`config.mk`:
```
export PLATFORM = sky130hd
export DESIGN_NAME = vic_top
export DESIGN_NICKNAME = d
export VERILOG_FILES = /design/src/hdl/vic_pkg.sv /design/src/hdl/vic_top.sv
export SDC_FILE = /design/constraint.sdc
export NUM_CORES = 1
export LEC_CHECK = 0
export BUFFER_PORTS_ARGS = -buffer_cell sky130_fd_sc_hd__buf_4
export CAP_MARGIN = 30
export CORE_MARGIN = 2
export CORE_UTILIZATION = 50
export CTS_CLUSTER_DIAMETER = 30
export DETAILED_ROUTE_END_ITERATION = 8
export PLACE_DENSITY = 0.86
export SLEW_MARGIN = 20
export SYNTH_ARGS = -nofsm -noshare
export SYNTH_HDL_FRONTEND = slang
export SYNTH_SLANG_ARGS = --single-unit
```
`constraint.sdc`:
```
create_clock -name mclk_i -period 4.54 [get_ports mclk_i]
set_input_delay 0.908 -clock mclk_i [delete_from_list [all_inputs] [get_ports mclk_i]]
set_output_delay 0.908 -clock mclk_i [all_outputs]
set_load 0.02 [all_outputs]
```
`src/hdl/vic_pkg.sv`:
```
// Summary of operation
// - Timers feed requests 0,2,5; port edges 1,3,4.
// - Request 0 highest; vector at 2n+2, 2n+3.
// - Requests 6 and 7 never raised.
// - External requests detected as port line transitions.
// - Some sources always set, others only when configured.
// - Mask bits 0 to 5 enable each request.
// - Mask bit 7 gates every request.
// - Enable instruction sets, disable clears, master enable.
// - Entering service clears master; return sets it.
// - Mask resets to zero; all bits read/write.
// - Events set sticky pending bits 0 to 5.
// - Software write to pending beats same-cycle events.
// - Vector only if enabled and nothing higher both pending and enabled.
// - Pending register resets to zero.
package vic_pkg;
	// ************************************************************
	// Register map and layout.
	// ************************************************************
	localparam logic [7:0] VIC_MASK_ADDR = 8'hFB;
	localparam logic [7:0] VIC_PEND_ADDR = 8'hFA;
	localparam logic [7:0] VIC_MASK_RESET = 8'h00;
	localparam logic [7:0] VIC_PEND_RESET = 8'h00;
	localparam int VIC_NUM_REQ = 6;
	localparam int VIC_MASTER_BIT = 7;
	localparam logic [5:0] VIC_PEND_WMASK = 6'h3F;
	// ************************************************************
	// Request numbering and vectors.
	// ************************************************************
	localparam int VIC_REQ_TMR0 = 0;
	localparam int VIC_REQ_PB4_FALL = 1;
	localparam int VIC_REQ_TMR1 = 2;
	localparam int VIC_REQ_PB2_FALL = 3;
	localparam int VIC_REQ_PB4_RISE = 4;
	localparam int VIC_REQ_TMR2 = 5;
	localparam logic [7:0] VIC_VECTOR_BASE = 8'h02;
	localparam logic [7:0] VIC_VECTOR_STEP = 8'h02;
endpackage

```
`src/hdl/vic_top.sv`:
```
`timescale 1ns/1ps
module vic_top (
	// Clock and reset.
	input wire logic mclk_i,
	input wire logic rst_n_i,
	// Register file access from the core.
	input wire logic [7:0] reg_addr_i,
	input wire logic [7:0] reg_wdata_i,
	input wire logic reg_wr_i,
	input wire logic reg_rd_i,
	output logic [7:0] reg_rdata_o,
	// Interrupt instructions and service entry.
	input wire logic enable_interrupts_instr_i,
	input wire logic disable_interrupts_instr_i,
	input wire logic interrupt_return_instr_i,
	input wire logic vector_ack_i,
	// Request and vector to the core.
	output logic irq_o,
	output logic [2:0] irq_num_o,
	output logic [7:0] vector_addr_o,
	// Sources.
	input wire logic first_timer_timeout_i,
	input wire logic second_timer_timeout_i,
	input wire logic third_timer_timeout_i,
	input wire logic third_timer_int_en_i,
	input wire logic port_b_line_four_i,
	input wire logic port_b_line_two_i
);
	import vic_pkg::*;

	// ************************************************************
	// Helpers.
	// ************************************************************
	function automatic logic [2:0] vic_prio_enc(input logic [5:0] req);
		logic [2:0] idx;
		idx = 3'h0;
		for (int i = VIC_NUM_REQ - 1; i >= 0; i--) begin
			if (req[i]) begin
				idx = 3'(i);
			end
		end
		return idx;
	endfunction

	function automatic logic [7:0] vic_vector(input logic [2:0] num);
		return VIC_VECTOR_BASE + 8'(VIC_VECTOR_STEP * num);
	endfunction

	// Shared by the write strobes and the read mux, so both see one decode.
	function automatic logic vic_addr_hit(input logic [7:0] addr, input logic [7:0] target);
		return addr == target;
	endfunction

	// ************************************************************
	// State.
	// ************************************************************
	logic [7:0] interrupt_enable_mask_r;
	logic [7:0] interrupt_enable_mask_nxt;
	logic [5:0] pending_request_reg_r;
	logic [5:0] pending_request_reg_nxt;
	logic pb4_prev_r;
	logic pb2_prev_r;
	logic primed_r;
	logic [7:0] rdata_r;

	// ************************************************************
	// Source events.
	// ************************************************************
	// Edge detection is held off for the first cycle after reset, so a line
	// that is already high is not taken for a rising edge.
	wire pb4_fall = primed_r & pb4_prev_r & ~port_b_line_four_i;
	wire pb4_rise = primed_r & ~pb4_prev_r & port_b_line_four_i;
	wire pb2_fall = primed_r & pb2_prev_r & ~port_b_line_two_i;
	wire [5:0] src_event = {third_timer_timeout_i & third_timer_int_en_i,
		pb4_rise, pb2_fall, second_timer_timeout_i, pb4_fall, first_timer_timeout_i};

	// ************************************************************
	// Arbitration.
	// ************************************************************
	wire master_en = interrupt_enable_mask_r[VIC_MASTER_BIT];
	wire [5:0] eligible = pending_request_reg_r & interrupt_enable_mask_r[5:0];
	wire [2:0] win_num = vic_prio_enc(eligible);
	wire take_vector = irq_o & vector_ack_i;
	wire [5:0] win_onehot = 6'(6'h01 << win_num);
	// Addresses other than the two registers read as zero and ignore writes.
	wire sel_mask = vic_addr_hit(reg_addr_i, VIC_MASK_ADDR);
	wire sel_pend = vic_addr_hit(reg_addr_i, VIC_PEND_ADDR);
	wire wr_mask = reg_wr_i && sel_mask;
	wire wr_pend = reg_wr_i && sel_pend;

	assign irq_o = master_en & (|eligible);
	assign irq_num_o = win_num;
	assign vector_addr_o = vic_vector(win_num);

	// ************************************************************
	// Next state.
	// ************************************************************
	always_comb begin
		interrupt_enable_mask_nxt = interrupt_enable_mask_r;
		if (wr_mask) begin
			interrupt_enable_mask_nxt = reg_wdata_i;
		end
		// Instructions act after a same-cycle write, so the master bit follows them.
		if (take_vector || disable_interrupts_instr_i) begin
			interrupt_enable_mask_nxt[VIC_MASTER_BIT] = 1'b0;
		end else if (enable_interrupts_instr_i || interrupt_return_instr_i) begin
			interrupt_enable_mask_nxt[VIC_MASTER_BIT] = 1'b1;
		end
	end

	always_comb begin
		// Events are merged after the service clear, so an event that lands in the cycle
		// of its own vector fetch stays pending for a second service instead of being lost.
		pending_request_reg_nxt = pending_request_reg_r;
		if (take_vector) begin
			pending_request_reg_nxt = pending_request_reg_nxt & ~win_onehot;
		end
		pending_request_reg_nxt = pending_request_reg_nxt | src_event;
		if (wr_pend) begin
			// Software writeback wins; a same-cycle event is dropped.
			pending_request_reg_nxt = reg_wdata_i[5:0] & VIC_PEND_WMASK;
		end
	end

	wire [7:0] rd_mux = sel_mask ? interrupt_enable_mask_r :
		sel_pend ? {2'b00, pending_request_reg_r} : 8'h00;

	// ************************************************************
	// Registers.
	// ************************************************************
	always_ff @(posedge mclk_i or negedge rst_n_i) begin
		if (!rst_n_i) begin
			interrupt_enable_mask_r <= VIC_MASK_RESET;
			pending_request_reg_r <= VIC_PEND_RESET[5:0];
		end else begin
			interrupt_enable_mask_r <= interrupt_enable_mask_nxt;
			pending_request_reg_r <= pending_request_reg_nxt;
		end
	end

	always_ff @(posedge mclk_i or negedge rst_n_i) begin
		if (!rst_n_i) begin
			pb4_prev_r <= 1'b0;
			pb2_prev_r <= 1'b0;
			primed_r <= 1'b0;
			rdata_r <= 8'h00;
		end else begin
			pb4_prev_r <= port_b_line_four_i;
			pb2_prev_r <= port_b_line_two_i;
			primed_r <= 1'b1;
			if (reg_rd_i) begin
				rdata_r <= rd_mux;
			end
		end
	end

	assign reg_rdata_o = rdata_r;
endmodule

```
Yosys cells after proc, flatten, opt, wreduce, memory -nomap -nowiden. Index checks and enable logic that the tools add are counted. Widths: inputs -> output; s select.

$add $sub $neg: 1. Equal/unequal tests: 2. Shift-type cells: 1. Multiplexer cells: 13. Bitwise logic cells: 16. Reduce and logical (&&, ||, !) cells: 6.

Operators by type and width (number): $mux 3 (6); $mux 6 (3); $eq 8x8->1 const B (2); $mux 8 (2); $and 6x6->6 (2); $and 1x1->1 (9); $not 6->6 (1); $or 6x6->6 (1); $reduce_or 6->1 (1); $shl 1x3->6 const A (1); $add 2x4->5 const A (1); $not 1->1 (3); $reduce_bool 3->1 (1); $logic_and 1x1->1 (2); $logic_or 1x1->1 (2); $mux 1 (2).

Register bits after elaboration: 25. Output and inout port bits: 20. Word-level logic and storage cells: 46.

Depth between registers and ports, before layout.
Word-level depth: 13. Mapped depth: 10. Mapped depth without buffers: 10.

Worst setup path after synthesis. OpenSTA, ideal clock, no wires.

Path type: register to output. From: register pending_request_reg_r[4]. To: output port vector_addr_o[3]. Arrival: 1714 ps. Data required time: 3632 ps. Setup slack: 1918 ps. Stages on the path, launching flop included: 8. Cell sequence: dfrtp_1 nand2_1 a32o_1 a22oi_1 a21oi_1 ha_1 ha_1 inv_1.

Longest elaborated chain between the ends: 7.

RTL lines: from (decl) (RTL line vic_top.sv:59) `logic [5:0] pending_request_reg_r;`; from (signal assigned) (RTL line vic_top.sv:134) `pending_request_reg_r <= VIC_PEND_RESET[5:0];`; from (signal assigned) (RTL line vic_top.sv:137) `pending_request_reg_r <= pending_request_reg_nxt;`; $and 6x6->6 (RTL line vic_top.sv:81) `wire [5:0] eligible = pending_request_reg_r & interrupt_enable_mask_r[5:0];`; $mux 3 (5 in series) (RTL line vic_top.sv:38) `if (req[i]) begin`; via irq_num_o[0] (RTL line vic_top.sv:19) `output logic [2:0] irq_num_o,`; $add 2x4->5 (RTL line vic_top.sv:46) `return VIC_VECTOR_BASE + 8'(VIC_VECTOR_STEP * num);`; to (decl) (RTL line vic_top.sv:20) `output logic [7:0] vector_addr_o,`.

The timed path passes the listed nets, and every way through them passes these cells.

Worst setup path in the final report.
From: register pending_request_reg_r[4]. To: output port vector_addr_o[3].

Longest elaborated chain between the ends: 7.

RTL lines (RTL line): $and 6x6->6 (vic_top.sv:81); $mux 3 (5 in series) (vic_top.sv:38); $add 2x4->5 (vic_top.sv:46).

No other way between the ends.

==> flow_summary.yaml <==
yosys:
  ys_top_cells_by_area: "dfrtp_1 46%, mux2_4 7.7%, a22oi_1 6.1%"
  ys_seq_area_frac: 0.459
  synth_top_family_by_area: "compound AO/OA/AOI/OAI gates"
  ys_seq_elements: 25
  synthCells: 134
  synthMuxAreaShare: 0.0771
  syn_area_sq_um: 1360
  yosys.area.top_type: "dfrtp_1"
  synth_most_common_cell: "dfrtp_1"
  ys.flop_type: "dfrtp_1"
  avgSynthCellArea_sq_um: 10.2
  synth_xor_area_frac: 0
  ys_warn_count: 0
  netlist_top_cells_count: "25 x dfrtp_1, 12 x nor2_1, 11 x a22oi_1, 11 x inv_1, 8 x a21oi_1"
  async_flop_share: 1.00
  synthAdderAreaFrac: 0.0459
  synth-edff-count: 0
  synth_compound_gate_area_share: 0.204
  synth_top_area_frac: 0.459
  yosys.area_share.simple: 0.133
  synth_cell_types: 35
drt:
  via_per_inst: 5.66
  wire_per_inst_microns: 15.1
  drc_errors: 0
  vias: 1171
  drt_pass1_iterations: 5
  wl_microns: 3120
  ant_nets: 0
  dr.first_iter.drc_count: 67
setup_path:
  crit_required_ns: 3.63
  reg2reg_slack_ns: 2.58
  cp.arrival_ns: 2.09
  crit_fanout: 5
  r2r_end: "pending_request_reg_r[3]"
  reg2reg_from: "pending_request_reg_r[4]"
  cp-start-kind: "register"
  worst_r2r_path_depth: 10
  endpoint_kind: "primary output"
  critPathKind: "register to primary output"
run_status:
  status: "finished, final reports clean"
global_routing:
  use_met3: 0.0395
  first_global_vias: 1090
  grt.total_usage: 0.202
  top_usage_layer: "met2"
  grtUsageMet2: 0.334
  antenna_found_initial: 0
  grt_overflow_total: 0
  grt_max_degree: 26
  grtUsageMet1: 0.270
  grt_pass1_wl_microns: 4980
job:
  cap_violations: 0
power:
  power_w: 0.000449
  powerDensity_nw_per_um2: 262
  max-vdd-ir-drop_mv: 0.169
  leakage_nw: 0.836
finish:
  utilization: 0.678
  filler_cell_count: 213
  synthToLayoutAreaGrowth_pct: 25.5
  layout.nets: 213
  antennaDiodeCount: 0
  stdcell_area_sq_um: 1710
  drive_gt1_frac: 0.322
clocking:
  post_cts_buffers: 0
  path_clk_slew_ns: 0.12
  cts_buffers: 3
  clk_path_buf_depth: 2
  htree_levels: 1
  ctsResizeCount: 0
  cts_tree: "built"
  clock_latency_ns: 0.31
  cts.sinks: 25
  hold_buffers: 0
  cts-root-buf: "clkbuf_4"
sta:
  layout_min_cycle_time_ns: 3.00
  drv_slew: 0
  fin_worst_skew_ns: 0.00336
  worst_pin_slew_ns: 0.769
  slew_headroom: 0.483
  fin_setup_tns_ns: 0
  rsz0062_at_grt: "false"
  fmax_mhz: 333
  period_share: 0.661
  final_hold_viol_count: 0
  setup_viol: 0
place:
  placed_area_sq_um: 1680
  io_buffers: 44
  hpwlAfterDp_microns: 2450
  gp_congestion: 0.871
die:
  io_pins: 50
  core_area_sq_um: 2520
  rows: 18
  die_h_microns: 56.2
  dieArea_sq_um: 3160
  start_util: 0.540
  fp.dieW_microns: 56.2
hold_path:
  hold_path_class: "input pin to async pin"
-- where the power goes --
| group | internal (W) | switching [W] | total (W) |
|---|---|---|---|
| sequential | 0.000233 | 0.00000999 | 0.000243 |
| combinational | 0.0000521 | 0.0000589 | 0.000111 |
| clock | 0.0000343 | 0.0000607 | 0.0000950 |
-- worst max path at each step --
| stage | startpoint | endpoint | slack [ns] |
|---|---|---|---|
| finish | pending_request_reg_r[4] | vector_addr_o[3] | 1.54 |
| global route | pending_request_reg_r[4] | vector_addr_o[3] | 1.42 |
| CTS | pending_request_reg_r[4] | vector_addr_o[3] | 1.56 |
| detailed placement | pending_request_reg_r[4] | vector_addr_o[3] | 1.92 |
| global placement | pending_request_reg_r[4] | vector_addr_o[3] | 1.97 |
| floorplan | pending_request_reg_r[4] | vector_addr_o[3] | 1.92 |
-- registers in the layout, indices dropped and copies added, names as in the netlist --
register / count
pending_request_reg_r: 6
interrupt_enable_mask_r: 8
primed_r: 1
reg_rdata_o: 8
pb2_prev_r: 1
pb4_prev_r: 1
-- critical path: stages (launching register included) --
cell and delay [ns]:
dfrtp_1 0.44, nand2_1 0.07, a32o_1 0.26, a22oi_1 0.22, a21oi_1 0.12, ha_1 0.22
ha_1 0.27, inv_1 0.05, buf_4 0.13
-- stage by stage --
step           setup WS [ns]  cells  hold WS [ns]
2_1_floorplan           1.92    138         0.469
3_3_place_gp            1.97    203         0.496
3_5_place_dp            1.92    203         0.511
4_1_cts                 1.56    207         0.478
5_1_grt                 1.42    207         0.479
6_report                1.54    207         0.470
-- placed cells by master (no fill, tap or decap), drive strengths merged --
cell type	instances
a211oi	1
a21boi	1
a21o	1
a21oi	8
a22o	2
a22oi	11
a2bb2oi	1
a311oi	1
a31oi	5
a32o	1
a32oi	1
buf	44
clkbuf	4
conb	6
dfrtp	25
ha	5
inv	11
mux2	7
nand2	6
nand3	5
nand3b	2
nand4	2
nand4b	1
nand4bb	1
nor2	13
nor3	1
o21a	1
o21ai	5
o31ai	2
or3	3
-- layer usage --
layer / wire length (microns) / vias to the layer above
met5: 0 / -
met2: 1480 / 61
li1: - / 558
met1: 1340 / 546
met3: 260 / 6
met4: 33 / 0
-- logic make-up after synthesis --
group / after synthesis
AOI/OAI and AO/OA: 41
buffers and inverters: 20
adders and majority gates: 5
and+or+nand+nor: 34
muxes: 7
other: 2
DFF: 25
-- layout make-up --
class	count	area [sq um]	area share
Multi-Input combinational cell	93	649	0.380
Sequential cell	25	626	0.366
Timing Repair Buffer	44	330	0.193
Inverter	11	41.3	0.0241
Tap cell	30	37.5	0.0219
Clock buffer	4	26.3	0.0154
No activity file was read; power rests on OpenSTA's default activity.
